File: config.mk
export PLATFORM = sky130hd
export DESIGN_NAME = sxch_handler
export DESIGN_NICKNAME = d
export VERILOG_FILES = /design/src/hdl/sxch_pkg.sv /design/src/hdl/sxch_handler.sv
export SDC_FILE = /design/constraint.sdc
export NUM_CORES = 1
export LEC_CHECK = 0
export ABC_AREA = 1
export BUFFER_PORTS_ARGS = -buffer_cell sky130_fd_sc_hd__clkbuf_2
export CORE_MARGIN = 2
export CORE_UTILIZATION = 51
export DETAILED_ROUTE_END_ITERATION = 10
export GPL_ROUTABILITY_DRIVEN = 0
export GPL_TIMING_DRIVEN = 1
export PLACE_DENSITY = 0.76
export SLEW_MARGIN = 30
export SYNTH_ARGS = -nofsm -noshare
export SYNTH_HDL_FRONTEND = slang
export SYNTH_SLANG_ARGS = --single-unit
File: constraint.sdc
create_clock -name clk -period 2.9 [get_ports clk]
set_clock_uncertainty 0.15 [all_clocks]
set_input_delay 0.87 -clock clk [delete_from_list [all_inputs] [get_ports clk]]
set_output_delay 0.87 -clock clk [all_outputs]
set_load 0.01 [all_outputs]
File: src/hdl/sxch_pkg.sv
// shared types and constants for the extended command handler
package sxch_pkg;

    // decoded command codes from the sdi-12 line parser
    typedef enum logic [3:0] {
        SXCH_OP_GET_COEF = 4'h0,
        SXCH_OP_SET_COEF = 4'h1,
        SXCH_OP_GET_PEAK = 4'h2,
        SXCH_OP_SET_PEAK = 4'h3,
        SXCH_OP_GET_WAVE = 4'h4,
        SXCH_OP_SET_WAVE = 4'h5,
        SXCH_OP_GET_SUPP = 4'h6,
        SXCH_OP_SET_SUPP = 4'h7,
        SXCH_OP_SAVE_BKG = 4'h8,
        SXCH_OP_WAKE = 4'h9,
        SXCH_OP_RECAL = 4'hA,
        SXCH_OP_FACTORY = 4'hB,
        SXCH_OP_GET_FCAL = 4'hC,
        SXCH_OP_SET_FCAL = 4'hD,
        SXCH_OP_MEASURE = 4'hE,
        SXCH_OP_STANDARD = 4'hF
    } sxch_op_e;

    // reply value format: plain integer or signed q16.16
    typedef enum logic {
        SXCH_FMT_INT = 1'b0,
        SXCH_FMT_FIX = 1'b1
    } sxch_fmt_e;

    typedef struct packed {
        logic [7:0] addr;
        sxch_op_e op;
        logic signed [31:0] param;
    } sxch_cmd_s;

    // serializer appends cr lf after value
    typedef struct packed {
        logic [7:0] addr;
        sxch_fmt_e fmt;
        logic signed [31:0] value;
    } sxch_rsp_s;

    typedef struct packed {
        logic signed [31:0] coef;
        logic peak_last;
        logic [11:0] wave_len;
        logic [1:0] suppress;
        logic forced_cal;
    } sxch_cfg_s;

    localparam logic signed [31:0] SXCH_COEF_RST = 32'sh0000_8000;
    localparam logic [11:0] SXCH_WAVE_RST = 12'h000;
    localparam logic [11:0] SXCH_WAVE_MAX = 12'hE10;
    localparam logic [1:0] SXCH_SUPP_MAX = 2'h3;
    localparam logic signed [31:0] SXCH_ACK_ZERO = 32'sh0000_0000;
    localparam logic signed [31:0] SXCH_ACK_ONE = 32'sh0000_0001;

    localparam longint SXCH_CLK_HZ = 50_000_000;
    localparam longint SXCH_WAKE_S = 60;
    localparam longint SXCH_WAKE_CYC = SXCH_WAKE_S * SXCH_CLK_HZ;

endpackage

File: src/hdl/sxch_handler.sv
// extended command handler: settings, background, wake window, recalibration
`timescale 1ns/10ps

// Notes on behaviour
// - get coefficient replies address plus current signed smoothing coefficient.
// - peak select is 0 strongest or 1 farthest; get and set reply code.
// - wave analysis length readable and writable, 0 up to 3600.
// - two-bit suppression: 1 drops wave, 2 drops angle, 3 drops both.
// - save background records echo curve to distance; weaker echoes ignored.
// - save background with distance zero clears stored reference instead.
// - background distance taken in currently selected level unit.
// - in sdi-12 mode sleep until measure command; other ports ignored asleep.
// - wake replies address plus zero, then stays active for sixty seconds.
// - host connection opened in wake window keeps device active while present.
// - recalibrate replies one, clears calibration, reruns and stores it.
// - factory default replies one and restores defaults; operator cycles power.
// - forced continuous calibration switch, 0 off, 1 on, readable, writable.
// - every other mandated sdi-12 command is passed to the standard handler.
module sxch_handler #(
    parameter longint WAKE_CYC = sxch_pkg::SXCH_WAKE_CYC
) (
    // clock and reset
    input wire logic clk,
    input wire logic rst_n,
    // decoded commands from the sdi-12 parser
    input wire logic cmd_valid,
    input wire sxch_pkg::sxch_cmd_s cmd,
    // reply to the sdi-12 serializer
    output sxch_pkg::sxch_rsp_s rsp,
    output logic rsp_valid,
    // other mandated commands forwarded
    output sxch_pkg::sxch_cmd_s std_cmd,
    output logic std_valid,
    // power management
    input wire logic sdi12_mode,
    input wire logic host_connected,
    input wire logic measure_done,
    output logic asleep,
    output logic serial_ports_en,
    // processing settings
    input wire logic [2:0] level_unit,
    output sxch_pkg::sxch_cfg_s cfg,
    // background reference
    output logic bkg_save,
    output logic bkg_clear,
    output logic bkg_valid,
    output logic signed [31:0] bkg_range,
    output logic [2:0] bkg_unit,
    // calibration and factory restore
    output logic recal_start,
    output logic factory_restore
);
    import sxch_pkg::*;

    typedef enum logic [3:0] {
        ST_AWAKE = 4'b0001,
        ST_SLEEP = 4'b0010,
        ST_WINDOW = 4'b0100,
        ST_HOST = 4'b1000
    } sxch_pwr_e;

    localparam logic [31:0] WAKE_LAST = 32'(WAKE_CYC - 1);

    sxch_pwr_e pwr, next_pwr;
    logic [31:0] win_cnt, next_win_cnt;
    sxch_cfg_s next_cfg;
    sxch_rsp_s next_rsp;
    sxch_cmd_s next_std_cmd;
    logic next_rsp_valid, next_std_valid;
    logic next_bkg_save, next_bkg_clear, next_bkg_valid;
    logic signed [31:0] next_bkg_range;
    logic [2:0] next_bkg_unit;
    logic next_recal_start, next_factory_restore;
    logic next_asleep, next_serial_ports_en;

    // settings, replies and one-shot actions
    always_comb begin
        next_cfg = cfg;
        next_rsp = rsp;
        next_rsp_valid = 1'b0;
        next_std_cmd = std_cmd;
        next_std_valid = 1'b0;
        next_bkg_save = 1'b0;
        next_bkg_clear = 1'b0;
        next_bkg_valid = bkg_valid;
        next_bkg_range = bkg_range;
        next_bkg_unit = bkg_unit;
        next_recal_start = 1'b0;
        next_factory_restore = 1'b0;
        if (cmd_valid) begin
            next_rsp.addr = cmd.addr;
            next_rsp.fmt = SXCH_FMT_INT;
            next_rsp_valid = 1'b1;
            unique case (cmd.op)
                // range advisory only, any value kept
                SXCH_OP_SET_COEF: begin
                    next_cfg.coef = cmd.param;
                    next_rsp.fmt = SXCH_FMT_FIX;
                    next_rsp.value = cmd.param;
                end
                SXCH_OP_GET_COEF: begin
                    next_rsp.fmt = SXCH_FMT_FIX;
                    next_rsp.value = cfg.coef;
                end
                SXCH_OP_SET_PEAK: begin
                    if (cmd.param == 32'sh0000_0000 || cmd.param == 32'sh0000_0001) begin
                        next_cfg.peak_last = cmd.param[0];
                    end
                    next_rsp.value = {31'h0000_0000, next_cfg.peak_last};
                end
                SXCH_OP_GET_PEAK: next_rsp.value = {31'h0000_0000, cfg.peak_last};
                SXCH_OP_SET_WAVE: begin
                    if (cmd.param >= 0 && cmd.param <= $signed({20'h0_0000, SXCH_WAVE_MAX})) begin
                        next_cfg.wave_len = cmd.param[11:0];
                    end
                    next_rsp.value = {20'h0_0000, next_cfg.wave_len};
                end
                SXCH_OP_GET_WAVE: next_rsp.value = {20'h0_0000, cfg.wave_len};
                SXCH_OP_SET_SUPP: begin
                    if (cmd.param >= 0 && cmd.param <= $signed({30'h0000_0000, SXCH_SUPP_MAX})) begin
                        next_cfg.suppress = cmd.param[1:0];
                    end
                    next_rsp.value = {30'h0000_0000, next_cfg.suppress};
                end
                SXCH_OP_GET_SUPP: next_rsp.value = {30'h0000_0000, cfg.suppress};
                SXCH_OP_SET_FCAL: begin
                    if (cmd.param == 32'sh0000_0000 || cmd.param == 32'sh0000_0001) begin
                        next_cfg.forced_cal = cmd.param[0];
                    end
                    next_rsp.value = {31'h0000_0000, next_cfg.forced_cal};
                end
                SXCH_OP_GET_FCAL: next_rsp.value = {31'h0000_0000, cfg.forced_cal};
                SXCH_OP_SAVE_BKG: begin
                    next_rsp.value = cmd.param;
                    if (cmd.param == 32'sh0000_0000) begin
                        next_bkg_clear = 1'b1;
                        next_bkg_valid = 1'b0;
                    end else begin
                        next_bkg_save = 1'b1;
                        next_bkg_valid = 1'b1;
                        next_bkg_range = cmd.param;
                        next_bkg_unit = level_unit;
                    end
                end
                SXCH_OP_WAKE: next_rsp.value = SXCH_ACK_ZERO;
                SXCH_OP_RECAL: begin
                    next_rsp.value = SXCH_ACK_ONE;
                    next_recal_start = 1'b1;
                end
                SXCH_OP_FACTORY: begin
                    next_rsp.value = SXCH_ACK_ONE;
                    next_factory_restore = 1'b1;
                    next_cfg.coef = SXCH_COEF_RST;
                    next_cfg.peak_last = 1'b0;
                    next_cfg.wave_len = SXCH_WAVE_RST;
                    next_cfg.suppress = 2'h0;
                    next_cfg.forced_cal = 1'b0;
                    next_bkg_valid = 1'b0;
                    next_bkg_clear = 1'b1;
                end
                SXCH_OP_MEASURE, SXCH_OP_STANDARD: begin
                    next_rsp_valid = 1'b0;
                    next_std_cmd = cmd;
                    next_std_valid = 1'b1;
                end
            endcase
        end
    end

    always_ff @(posedge clk or negedge rst_n) begin
        if (!rst_n) begin
            cfg <= '{coef: SXCH_COEF_RST, peak_last: 1'b0, wave_len: SXCH_WAVE_RST,
                     suppress: 2'h0, forced_cal: 1'b0};
            rsp <= '{addr: 8'h00, fmt: SXCH_FMT_INT, value: 32'sh0000_0000};
            rsp_valid <= 1'b0;
            std_cmd <= '{addr: 8'h00, op: SXCH_OP_STANDARD, param: 32'sh0000_0000};
            std_valid <= 1'b0;
            bkg_save <= 1'b0;
            bkg_clear <= 1'b0;
            bkg_valid <= 1'b0;
            bkg_range <= 32'sh0000_0000;
            bkg_unit <= 3'h0;
            recal_start <= 1'b0;
            factory_restore <= 1'b0;
        end else begin
            cfg <= next_cfg;
            rsp <= next_rsp;
            rsp_valid <= next_rsp_valid;
            std_cmd <= next_std_cmd;
            std_valid <= next_std_valid;
            bkg_save <= next_bkg_save;
            bkg_clear <= next_bkg_clear;
            bkg_valid <= next_bkg_valid;
            bkg_range <= next_bkg_range;
            bkg_unit <= next_bkg_unit;
            recal_start <= next_recal_start;
            factory_restore <= next_factory_restore;
        end
    end

    // power management: sleep, measure, wake window, host hold
    always_comb begin
        next_pwr = pwr;
        next_win_cnt = win_cnt;
        unique case (pwr)
            ST_AWAKE: begin
                if (sdi12_mode && !host_connected) begin
                    next_pwr = ST_SLEEP;
                end
            end
            ST_SLEEP: begin
                if (!sdi12_mode) begin
                    next_pwr = ST_AWAKE;
                end else if (cmd_valid && cmd.op == SXCH_OP_MEASURE) begin
                    next_pwr = ST_AWAKE;
                end else if (cmd_valid && cmd.op == SXCH_OP_WAKE) begin
                    next_pwr = ST_WINDOW;
                    next_win_cnt = 32'h0000_0000;
                end
            end
            ST_WINDOW: begin
                next_win_cnt = win_cnt + 32'h0000_0001;
                if (host_connected) begin
                    next_pwr = ST_HOST;
                end else if (!sdi12_mode) begin
                    next_pwr = ST_AWAKE;
                end else if (win_cnt >= WAKE_LAST) begin
                    next_pwr = ST_SLEEP;
                end
            end
            ST_HOST: begin
                if (!host_connected) begin
                    next_pwr = sdi12_mode ? ST_SLEEP : ST_AWAKE;
                end
            end
        endcase
        // a wake command in ST_AWAKE under sdi-12 mode opens a fresh window; inside a window it does not restart it
        if (pwr == ST_AWAKE && sdi12_mode && cmd_valid && cmd.op == SXCH_OP_WAKE) begin
            next_pwr = ST_WINDOW;
            next_win_cnt = 32'h0000_0000;
        end
        // in ST_AWAKE, measurement keeps the part up until the measure path reports done; a wake command still opens a window
        if (pwr == ST_AWAKE && sdi12_mode && !measure_done && !host_connected) begin
            next_pwr = (next_pwr == ST_WINDOW) ? ST_WINDOW : ST_AWAKE;
        end
        next_asleep = (next_pwr == ST_SLEEP);
        next_serial_ports_en = (next_pwr != ST_SLEEP);
    end

    always_ff @(posedge clk or negedge rst_n) begin
        if (!rst_n) begin
            pwr <= ST_AWAKE;
            win_cnt <= 32'h0000_0000;
            asleep <= 1'b0;
            serial_ports_en <= 1'b1;
        end else begin
            pwr <= next_pwr;
            win_cnt <= next_win_cnt;
            asleep <= next_asleep;
            serial_ports_en <= next_serial_ports_en;
        end
    end

endmodule // sxch_handler

==> results by group, run 1 <==
STA
  • Setup-failing EPs final: 0
  • Final hold violation count: 0
  • Tmin final: about 2.2 ns
  • Slew at the pin closest to its max-slew limit: about 0.8 ns
  • Maximum operating frequency: ~0.45 GHz
  • Fin worst setup slack: 0.662 ns
  • RSZ-0062 raised after global routing: false
  • Total Negative Setup Slacks: 0 ns
  • Final critical-path share of the clock period: about 77%
  • Final-report max-slew violation count: 0
  • Slew HR: between 40% and 50%

Drt
  • Vias per cell: around 5.4
  • DRT iter0 DRCs: 790
  • Total length of routed wires: 29,500 µm
  • Total iterations of the first detailed-routing run: 6
  • Remaining DRCs: 0
  • Final routed wire length divided by cell count: ~17 µm
  • Vias after detailed routing: roughly 9,300
  • Post-route ant nets: 0

Run status
  • Run status: complete, no violations

Synthesis
  • Post-synth ARST share: 100%
  • Count of mapped cells out of synthesis: 1,202
  • Total number of yosys warnings: 0
  • Mapped cell area: between 10,000 and 15,000 µm²
  • Cell type with the highest aggregate area in the netlist: sky130_fd_sc_hd__dfrtp_1
  • Post-synth top area share: between 50% and 60%
  • Average footprint of a synthesized cell: 8.36 µm²
  • Sequential element share of the synthesized area: 53.1%
  • Syn Nets: about 1,300
  • Count of different cell masters after synthesis: 41
  • Main area contributors after synthesis: sky130_fd_sc_hd__dfrtp_1 (51%), sky130_fd_sc_hd__nand2_1 (10%), sky130_fd_sc_hd__o21ai_0 (6.0%)
  • Count of flip-flops with a built-in enable after synthesis: 0
  • Most numerous cell in the Yosys netlist: sky130_fd_sc_hd__nand2_1
  • Top post-synthesis cells by count: sky130_fd_sc_hd__nand2_1 (267), sky130_fd_sc_hd__dfrtp_1 (206), sky130_fd_sc_hd__inv_1 (135)
  • Dominant synthesized flop cell: sky130_fd_sc_hd__dfrtp_1
  • Count of state elements after synthesis: roughly 210

Clocking
  • Clock transition at path regs: ~0.07 ns
  • H-tree Lvls: 1
  • Number of sinks handled by clock tree synthesis: 213
  • CTS tree: built
  • Root buffer cell: sky130_fd_sc_hd__clkbuf_16
  • Number of CTS-inserted buffers: 23
  • Resized Gates After CTS: 0
  • Post-CTS setup buffer count: 0
  • Largest buffer count on any clock path: 3
  • Total of hold buffers inserted after clock tree synthesis: 0
  • Clock latency of the later-clocked register in the worst-skew pair: ~0.53 ns

Floorplanning
  • Effective utilization at floorplan: 51.8%
  • Floorplan die height: 144 µm
  • Full die area: 20,800 µm²
  • Floorplan Core Area: between 15,000 and 20,000 µm²
  • Core Rows: 51
  • Number of top-level design ports: 230
  • Width of the die: 144 µm

Global routing
  • First-pass GRT wire length: ~47,000 µm
  • Via count of the first global-routing pass: 9,121
  • Global routing usage summed across all routing layers: approximately 29%
  • Pin count of the biggest net entering global routing: 70
  • Global route total overflow: 0
  • Number of antenna violations at the first check in global routing: 0

Layout
  • Count of nets after finishing: 1,485
  • ANT cells: 0
  • Proportion of layout cells with a drive suffix above 1: a little under a quarter
  • Synthesis-to-layout area growth: 23.6%

Critical path
  • Critical Path Source Type: primary input
  • Kind of cell with the highest combined delay on the critical path: simple AND/OR/NAND/NOR gates
  • Element type at the critical path end: register
  • Highest-delay cell along the critical path: sky130_fd_sc_hd__nor2_1
  • Crit path cell chain: clkbuf_2, nor2_1, nand3_1, nor2_1, nand4_1, nand3_2, nand3_1, nand3_1, nand2_1, nand2_1, nand2_1
  • Required time at the endpoint of the critical path: 3.16 ns
  • WP data arrival: approximately 2.5 ns
  • Maximum fanout count along the critical path: 12
  • Start-to-end type of the worst setup path: in2reg
  • Critical path's largest stage delay: 0.27 ns
  • Buf+Inv Stages, Crit Path: 1

Pwr
  • Leakage power: 6.54 nW
  • Worst ir drop on vdd: ~0.00046 V
  • Pwr per Cell Area: between 700 and 800 nW/µm²

Placement
  • Setup slack at placement: approximately 0.23 ns
  • Half-perimeter wire length of the detailed placement result: between 20,000 and 25,000 µm
  • Input/output buffers: about 230

Flow run
  • Max cap viols: 0

Hold path
  • Worst hold path type: in2async
==> kinds of logic after synthesis <==
logic type | share of synthesized area (%)
AND/OR/NAND/NOR | 23.2
AO/OA/AOI/OAI | 13.1
flip-flops | 53.1
buffers and inverters | 8.20
XOR/XNOR | 2.27
adder cells (fa/ha/maj) | 0.124
==> power breakdown <==
part / internal, W / switching [W] / total (W)
registers: 0.00363 / 0.000535 / 0.00416
clock network: 0.00195 / 0.00125 / 0.00320
logic: 0.000960 / 0.00158 / 0.00254
==> registers in the layout, indices dropped and copies added, names as in the netlist, 3 cells and up <==
name and cells:
win_cnt 32, rsp 41, bkg_range 32, pwr 4, std_cmd 44, cfg 48, bkg_unit 3
==> layout make-up <==
class | instances | area (µm²)
Timing Repair Buffer | 257 | 1480
Inverter | 145 | 544
Tap cell | 265 | 332
Multi-Input combinational cell | 791 | 3890
Clock buffer | 29 | 648
Fill cell | 1661 | 6980
Clock inverter | 12 | 184
Sequential cell | 213 | 5340
==> metrics by stage <==
stage	std cells	hold slack [ns]	total power [W]	util [%]	instance area (µm²)
after global placement	1671	0.316	0.00662	59.7	11600
after floorplan	1202	0.347	0.00567	-	10100
after CTS	1712	0.153	0.00991	64.0	12400
after global routing	1712	0.169	0.0105	64.0	12400
final	1712	0.142	0.00990	64.0	12400
after detailed placement	1671	0.315	0.00670	59.7	11600
==> cell usage in the layout, fill, tap and decap left out, types with 3 or more instances in the layout <==
master | synthesis | layout
sky130_fd_sc_hd__nand2_2 | 7 | 8
sky130_fd_sc_hd__nor2_1 | 108 | 108
sky130_fd_sc_hd__bufinv_16 | 0 | 4
sky130_fd_sc_hd__nand2_1 | 267 | 266
sky130_fd_sc_hd__nand4_1 | 19 | 19
sky130_fd_sc_hd__inv_2 | 9 | 9
sky130_fd_sc_hd__nand3_1 | 82 | 81
sky130_fd_sc_hd__or2_2 | 4 | 4
sky130_fd_sc_hd__o21ai_0 | 121 | 121
sky130_fd_sc_hd__clkbuf_16 | 0 | 23
sky130_fd_sc_hd__a21oi_1 | 29 | 29
sky130_fd_sc_hd__o21ai_1 | 3 | 3
sky130_fd_sc_hd__xnor2_1 | 3 | 3
sky130_fd_sc_hd__nor2_2 | 5 | 5
sky130_fd_sc_hd__o22ai_1 | 47 | 47
sky130_fd_sc_hd__inv_1 | 135 | 135
sky130_fd_sc_hd__buf_4 | 2 | 19
sky130_fd_sc_hd__clkbuf_2 | 0 | 228
sky130_fd_sc_hd__dfstp_2 | 7 | 7
sky130_fd_sc_hd__dfrtp_1 | 206 | 206
sky130_fd_sc_hd__nor3_2 | 3 | 3
sky130_fd_sc_hd__xor2_1 | 23 | 23
sky130_fd_sc_hd__buf_12 | 0 | 9
sky130_fd_sc_hd__nor3_1 | 27 | 27
sky130_fd_sc_hd__clkbuf_8 | 0 | 6
sky130_fd_sc_hd__clkinv_2 | 0 | 4
sky130_fd_sc_hd__nand3_2 | 6 | 7
sky130_fd_sc_hd__a221oi_1 | 19 | 19
==> worst reg2reg max path, delay by kind of cell (launching register included) <==
| kind | cells | cell delay (ns) |
|---|---|---|
| xor gates and xnor gates | 1 | 0.14 |
| DFF | 1 | 0.58 |
| buffers and inverters | 2 | 0.43 |
| and+or+nand+nor | 6 | 0.62 |
==> final timing paths <==
check	startpoint	to	slack, ns	cells past startpoint
min in group clk	rsp[10]$_DFFE_PN0P_	rsp[10]$_DFFE_PN0P_	0.33	2
max in group asynchronous	rst_n	serial_ports_en$_DFF_PN1_	1.68	2
max	cmd[2]	rsp[9]$_DFFE_PN0P_	0.66	11
min reg2reg	rsp[10]$_DFFE_PN0P_	rsp[10]$_DFFE_PN0P_	0.33	2
max reg2reg	pwr[0]$_DFF_PN1_	win_cnt[22]$_DFFE_PN0P_	0.86	9
min	rst_n	rsp[40]$_DFFE_PN0P_	0.14	1
==> per-layer routing <==
| metal | up-vias | GRT usage, % | routed length, µm |
|---|---|---|---|
| li1 | 4426 | - | - |
| met1 | 4397 | 38.5 | 12100 |
| met2 | 420 | 46.2 | 13900 |
| met3 | 77 | 5.50 | 2470 |
| met4 | 0 | 11.8 | 1100 |
| met5 | - | 0 | 0 |
No activity file was read; power rests on OpenSTA's default activity.
==> run 2: changes to the inputs <==
--- a/config.mk
+++ b/config.mk
@@ -5,7 +5,7 @@
 export SDC_FILE = /design/constraint.sdc
 export NUM_CORES = 1
 export LEC_CHECK = 0
-export ABC_AREA = 1
+export ABC_AREA = 0
 export BUFFER_PORTS_ARGS = -buffer_cell sky130_fd_sc_hd__clkbuf_2
 export CORE_MARGIN = 2
 export CORE_UTILIZATION = 51
==> constraint.sdc (replaced) <==
create_clock -name clk -period 2.09 [get_ports clk]
set_clock_uncertainty 0.15 [all_clocks]
set_input_delay 0.627 -clock clk [delete_from_list [all_inputs] [get_ports clk]]
set_output_delay 0.627 -clock clk [all_outputs]
set_load 0.01 [all_outputs]
==> results by group, run 2 <==
Clocking
  • Largest buffer count on any clock path: 3
  • H-tree Lvls: 1
  • Root buffer cell: sky130_fd_sc_hd__clkbuf_16
  • CTS tree: built
  • Number of sinks handled by clock tree synthesis: 213
  • Number of CTS-inserted buffers: 24
  • Clock latency of the later-clocked register in the worst-skew pair: ~0.52 ns
  • Clock transition at path regs: 0.06 ns

STA
  • Maximum operating frequency: 0.348 GHz
  • Final hold violation count: 0
  • Total Negative Setup Slacks: -53.55 ns
  • Tmin final: roughly 2.9 ns
  • Final critical-path share of the clock period: 137%
  • Setup-failing EPs final: roughly 100
  • Final-report max-slew violation count: 0
  • Slew at the pin closest to its max-slew limit: 0.732 ns
  • RSZ-0062 raised after global routing: true
  • Slew HR: between 50% and 60%
  • Fin worst setup slack: -0.780 ns

Floorplanning
  • Width of the die: around 140 µm
  • Floorplan die height: between 100 and 150 µm
  • Core Rows: 50
  • Full die area: between 20,000 and 25,000 µm²
  • Number of top-level design ports: 230
  • Effective utilization at floorplan: roughly 52%
  • Floorplan Core Area: approximately 19,000 µm²

Layout
  • Max reg flops: 48
  • Top library cells by usage in the layout, fill and taps aside: sky130_fd_sc_hd__clkbuf_2 (227), sky130_fd_sc_hd__nand2_1 (225), sky130_fd_sc_hd__dfrtp_1 (206)
  • Register with the most flip-flops: cfg
  • ANT cells: 0
  • Count of nets after finishing: 1,412
  • Proportion of layout cells with a drive suffix above 1: between 40% and 50%
  • Most frequent standard cell in the layout excluding fill and tap cells: sky130_fd_sc_hd__clkbuf_2
  • Fin util: roughly 74%
  • Top Registers: cfg: 48 flops, std_cmd: 44 flops, rsp: 41 flops
  • Synthesis-to-layout area growth: 41.1%

Global routing
  • Via count of the first global-routing pass: roughly 9,000
  • Pin count of the biggest net entering global routing: between 50 and 60
  • Global route total overflow: 0
  • First-pass GRT wire length: roughly 48,000 µm
  • Global routing usage summed across all routing layers: between 20% and 30%
  • Number of antenna violations at the first check in global routing: 0

Drt
  • Vias per cell: around 5.8
  • Total iterations of the first detailed-routing run: 5
  • Vias after detailed routing: about 9,400
  • Remaining DRCs: 0
  • DRT iter0 DRCs: 641
  • Final routed wire length divided by cell count: between 15 and 20 µm
  • Post-route ant nets: 0
  • Total length of routed wires: around 32,000 µm

Critical path
  • Critical Path Source Type: primary input
  • Critical path's largest stage delay: around 0.57 ns
  • Slack of the worst reg-to-reg path: -0.35 ns
  • Maximum fanout count along the critical path: 8
  • Element type at the critical path end: register
  • Start-to-end type of the worst setup path: in2reg
  • Cell repeated most along the worst path: sky130_fd_sc_hd__or4_4
  • Crit path cell chain: buf_6, or4_4, or4_4, or4_4, nor2_4, or4_4, clkbuf_16, mux2_4
  • Highest-delay cell along the critical path: sky130_fd_sc_hd__or4_4
  • Required time at the endpoint of the critical path: 2.33 ns
  • WP data arrival: a little over 3 ns

Pwr
  • Leakage power: a little under 7 nW
  • Clock network power share: between 30% and 40%
  • Proportion of power drawn by combinational gates: between 20% and 30%
  • Pwr per Cell Area: just over 900 nW/µm²
  • Switching portion of total power: 30.2%
  • Share of total power in sequential cells: 41.3%
  • Worst ir drop on vdd: roughly 0.00084 V
  • Switch Pwr: 0.00391 W
  • Cell internal power dissipation: 0.00906 W

Synthesis
  • Mapped cell area: 9880 µm²
  • Syn Nets: ~1,000
  • Count of flip-flops with a built-in enable after synthesis: 0
  • Total number of yosys warnings: 0
  • Most numerous cell in the Yosys netlist: sky130_fd_sc_hd__nand2_1
  • Post-synth top area share: ~52%
  • Top post-synthesis cells by count: sky130_fd_sc_hd__nand2_1 (227), sky130_fd_sc_hd__dfrtp_1 (206), sky130_fd_sc_hd__o21ai_0 (92)
  • Count of mapped cells out of synthesis: roughly 990
  • Post-synth ARST share: 100%
  • Dominant synthesized flop cell: sky130_fd_sc_hd__dfrtp_1
  • Cell type with the highest aggregate area in the netlist: sky130_fd_sc_hd__dfrtp_1
  • Main area contributors after synthesis: sky130_fd_sc_hd__dfrtp_1 (52%), sky130_fd_sc_hd__nand2_1 (8.6%), sky130_fd_sc_hd__o21ai_0 (4.7%)
  • Count of state elements after synthesis: approximately 210
  • Average footprint of a synthesized cell: 10.0 µm²
  • Count of different cell masters after synthesis: 64
  • Sequential element share of the synthesized area: around 54%

Run status
  • Run status: finished, violations left
  • Violated checks: setup timing

Hold path
  • Worst hold path type: in2reg

Placement
  • Half-perimeter wire length of the detailed placement result: 21,400 µm
  • Input/output buffers: 229

Flow run
  • Max cap viols: 0
-- run 2: changes by cell type in the layout (fill, tap and decap cells not counted), sizes merged, moves of 15 or more --
cell	previous run	this run
mux2	0	44
o22ai	47	2
nand3	88	14
buf	28	178
inv	145	17
nor3	31	16
nand2	274	227
a221oi	19	1
o21ai	125	92
nor2	115	68
a21oi	29	14
a22oi	0	20
a22o	0	32
-- run 2: routing by layer --
| metal | vias to the layer above | routed length [µm] | global-route usage [%] | share of wire (%) |
|---|---|---|---|---|
| met4 | 0 | 1270 | 11.8 | 4.0 |
| met5 | - | 0 | 0 | 0 |
| li1 | 4238 | - | - | - |
| met3 | 107 | 2730 | 5.23 | 8.6 |
| met2 | 532 | 15500 | 49.5 | 49 |
| met1 | 4549 | 12100 | 38.5 | 38 |
-- run 2: worst paths after layout --
check / startpoint / endpoint / cells past startpoint
setup reg to reg: pwr[0]$_DFF_PN1_ / win_cnt[27]$_DFFE_PN0P_ / 8
min in group asynchronous: rst_n / std_cmd[12]$_DFFE_PN0P_ / 2
hold / removal: cmd[41] / std_cmd[41]$_DFFE_PN0P_ / 3
max in group asynchronous: rst_n / serial_ports_en$_DFF_PN1_ / 3
hold reg to reg: std_cmd[19]$_DFFE_PN0P_ / std_cmd[19]$_DFFE_PN0P_ / 2
setup / recovery: cmd[13] / bkg_range[22]$_DFFE_PN0P_ / 8
-- run 2: critical path: cells and delay by family --
kind	cells	cell delay, ns
simple gates	5	1.88
mux	1	0.30
buf+inv	2	0.29
-- run 2: through the flow --
step	hold WS, ns	power, W	worst slack (ns)	cell area, µm²	std cells
CTS	0.165	0.0129	-0.750	13800	1632
detailed placement	0.312	0.00832	-1.28	12500	1564
floorplan	0.181	0.00684	-1.17	10100	987
global route	0.185	0.0135	-0.802	13900	1636
finish	0.181	0.0130	-0.780	13900	1636
global placement	0.307	0.00821	-1.26	12500	1564
-- run 2: power groups by stage --
stage                     sequential (W)  clock, W  combinational (W)
after global routing             0.00543   0.00459            0.00351
final                            0.00536   0.00439            0.00323
after detailed placement         0.00539         0            0.00293
after CTS                        0.00533   0.00442            0.00313
after floorplan                  0.00560         0            0.00124
after global placement           0.00537         0            0.00284
-- run 2: cell type report --
type                    instances  area (µm²)
clock buffers                  33         696
clock inverters                11         133
fillers                      1284        4890
inverters                      17        66.3
multi-input cells             694        4530
flip-flops and latches        213        5340
well taps                     260         325
repair buffers                408        2850
-- run 2: logic make-up (layout without fill, tap and decap cells) --
group / count (synthesis) / count (layout) / share of synthesized area (%)
DFF: 213 / 213 / 54.0
muxes: 57 / 57 / 7.43
adders and majority gates: 1 / 1 / 0.127
and+or+nand+nor: 403 / 404 / 18.3
xor gates and xnor gates: 17 / 17 / 1.51
buffers and inverters: 81 / 469 / 3.96
AOI/OAI and AO/OA: 215 / 215 / 14.7
-- run 2: repair_timing --
| item | in CTS | in global routing |
|---|---|---|
| pin swaps | 23 | 14 |
| hold endpoints to repair | 43 | 0 |
| hold buffers | 1 | 0 |
| buffers inserted | 20 | 4 |
| gates cloned | 4 | 1 |
| setup endpoints to repair | 103 | 103 |
| gates resized for setup | 64 | 32 |
==> run 3: changes to the inputs <==
--- a/config.mk
+++ b/config.mk
@@ -5,7 +5,7 @@
 export SDC_FILE = /design/constraint.sdc
 export NUM_CORES = 1
 export LEC_CHECK = 0
-export ABC_AREA = 0
+export ABC_AREA = 1
 export BUFFER_PORTS_ARGS = -buffer_cell sky130_fd_sc_hd__clkbuf_2
 export CORE_MARGIN = 2
 export CORE_UTILIZATION = 51
==> results by group, run 3 (synthesized netlist as in run 1, its figures left out) <==
Critical path
  • Required time at the endpoint of the critical path: around 2.4 ns
  • Worst r2r path cells: 11
  • Reg-to-reg critical path startpoint: win_cnt[0]$_DFFE_PN0P_
  • Start-to-end type of the worst setup path: reg2reg
  • Highest-delay cell along the critical path: sky130_fd_sc_hd__dfrtp_1
  • CP endpoint: serial_ports_en$_DFF_PN1_
  • Capturing point of the worst reg2reg path: serial_ports_en$_DFF_PN1_
  • Crit path cell chain: ha_2, nand3_2, nor2_4, nand2_1, nand2_1, nand2_1, nand3_1, o21ai_0, inv_1, nand3_1, nand3b_1
  • Critical Path Source Type: register
  • Cell repeated most along the worst path: sky130_fd_sc_hd__nand2_1
  • Critical path's largest stage delay: 0.42 ns
  • Slack of the worst reg-to-reg path: between 0.1 and 0.15 ns
  • Maximum fanout count along the critical path: 4
  • CP Launch Point: win_cnt[0]$_DFFE_PN0P_
  • WP data arrival: between 2 and 2.5 ns
  • Element type at the critical path end: register

Clocking
  • Clock transition at path regs: ~0.060 ns
  • Clock latency of the later-clocked register in the worst-skew pair: about 0.5 ns
  • Root buffer cell: sky130_fd_sc_hd__clkbuf_16
  • Number of CTS-inserted buffers: 23
  • CTS tree: built
  • H-tree Lvls: 1
  • Largest buffer count on any clock path: 3
  • Number of sinks handled by clock tree synthesis: between 200 and 250

STA
  • Slew at the pin closest to its max-slew limit: just under 0.5 ns
  • Slew HR: 67.0%
  • Fin worst setup slack: ~0.12 ns
  • Final hold violation count: 0
  • Setup-failing EPs final: 0
  • RSZ-0062 raised after global routing: true
  • Tmin final: between 1.5 and 2 ns
  • Maximum operating frequency: ~0.51 GHz
  • Final-report max-slew violation count: 0
  • Total Negative Setup Slacks: 0 ns
  • Final critical-path share of the clock period: a little over nine tenths

Layout
  • Max reg flops: 48
  • Top library cells by usage in the layout, fill and taps aside: sky130_fd_sc_hd__nand2_1 (266), sky130_fd_sc_hd__clkbuf_2 (228), sky130_fd_sc_hd__dfrtp_1 (205)
  • Synthesis-to-layout area growth: 32.0%
  • Most frequent standard cell in the layout excluding fill and tap cells: sky130_fd_sc_hd__nand2_1
  • Proportion of layout cells with a drive suffix above 1: approximately 30%
  • Filler cell count in the final layout: 1,552
  • ANT cells: 0
  • Fin util: about 68%
  • Count of nets after finishing: 1,589
  • Top Registers: cfg: 48 flops, std_cmd: 44 flops, rsp: 41 flops
  • Register with the most flip-flops: cfg

Floorplanning
  • Width of the die: roughly 140 µm
  • Floorplan die height: about 140 µm
  • Effective utilization at floorplan: about half
  • Full die area: 20,800 µm²
  • Number of top-level design ports: 230
  • Core Rows: 51
  • Floorplan Core Area: around 19,000 µm²

Hold path
  • Worst hold path type: in2reg
  • Worst hold path depth: 3

Global routing
  • Pin count of the biggest net entering global routing: between 40 and 50
  • Via count of the first global-routing pass: approximately 9,700
  • Global routing usage summed across all routing layers: ~30%
  • Number of antenna violations at the first check in global routing: 0
  • Global route total overflow: 0
  • First-pass GRT wire length: around 50,000 µm

Pwr
  • Total power draw: 0.0140 W
  • Worst ir drop on vdd: about 0.00077 V
  • Pwr per Cell Area: ~1100 nW/µm²
  • Leakage power: just over 7 nW

Drt
  • Total length of routed wires: approximately 31,000 µm
  • Final routed wire length divided by cell count: between 15 and 20 µm
  • Remaining DRCs: 0
  • Total iterations of the first detailed-routing run: 5
  • DRT iter0 DRCs: ~730
  • Post-route ant nets: 0
  • Vias after detailed routing: 9,795
  • Vias per cell: 5.39

Placement
  • Setup slack at placement: -0.220 ns
  • Half-perimeter wire length of the detailed placement result: between 20,000 and 25,000 µm
  • Input/output buffers: around 230

Run status
  • Run status: complete, no violations

Flow run
  • Max cap viols: 0
## run 3: through the flow
stage / instance area, µm² / hold slack [ns] / cells
3_5_place_dp: 12400 / 0.315 / 1772
6_report: 13300 / 0.165 / 1816
3_3_place_gp: 12400 / 0.316 / 1772
2_1_floorplan: 10100 / 0.181 / 1202
4_1_cts: 13200 / 0.157 / 1814
5_1_grt: 13300 / 0.161 / 1816
## run 3: how the worst min path moves through the flow
stage,startpoint,to,slack [ns]
final,level_unit[0],bkg_unit[0]$_DFFE_PN0P_,0.17
after global routing,level_unit[0],bkg_unit[0]$_DFFE_PN0P_,0.16
after CTS,level_unit[0],bkg_unit[0]$_DFFE_PN0P_,0.16
after detailed placement,bkg_unit[1]$_DFFE_PN0P_,bkg_unit[1]$_DFFE_PN0P_,0.31
after global placement,rsp[39]$_DFFE_PN0P_,rsp[39]$_DFFE_PN0P_,0.32
after floorplan,rst_n,asleep$_DFF_PN0_,0.18
## run 3: worst max-delay path: cells and delay by family, from the launching register on
kind | cells | cell delay (ns)
AO/OA/AOI/OAI | 1 | 0.09
adder cells (fa/ha/maj) | 1 | 0.23
buffers and inverters | 1 | 0.09
flip-flops | 1 | 0.42
AND/OR/NAND/NOR | 8 | 0.93
## run 3: repair_timing
item	4_1_cts	5_1_grt
hold endpoints to repair	39	0
resized for setup	0	4
hold buffers	1	0
setup buffers	0	2
setup endpoints to repair	0	9
## run 3: layer usage
layer / up-vias / global-route usage (%) / share of wire [%]
li1: 4619 / - / -
met1: 4587 / 39.9 / 40
met2: 507 / 49.4 / 47
met3: 82 / 5.20 / 8.7
met4: 0 / 12.2 / 4.0
met5: - / 0 / 0
## run 3: cell type report
cell class                      count  area [µm²]  share of cell area (%)
Multi-Input combinational cell    791        3910                    29.4
Clock buffer                       25         603                    4.55
Timing Repair Buffer              361        2320                    17.5
Sequential cell                   213        5340                    40.3
Clock inverter                     16         218                    1.64
Tap cell                          265         332                    2.50
Inverter                          145         544                    4.10
## run 3: report_power, final
part	leakage (nW)	internal, W	switching [W]
Combinational	4.00	0.00147	0.00229
Clock	0.393	0.00270	0.00171
Sequential	2.64	0.00503	0.000760
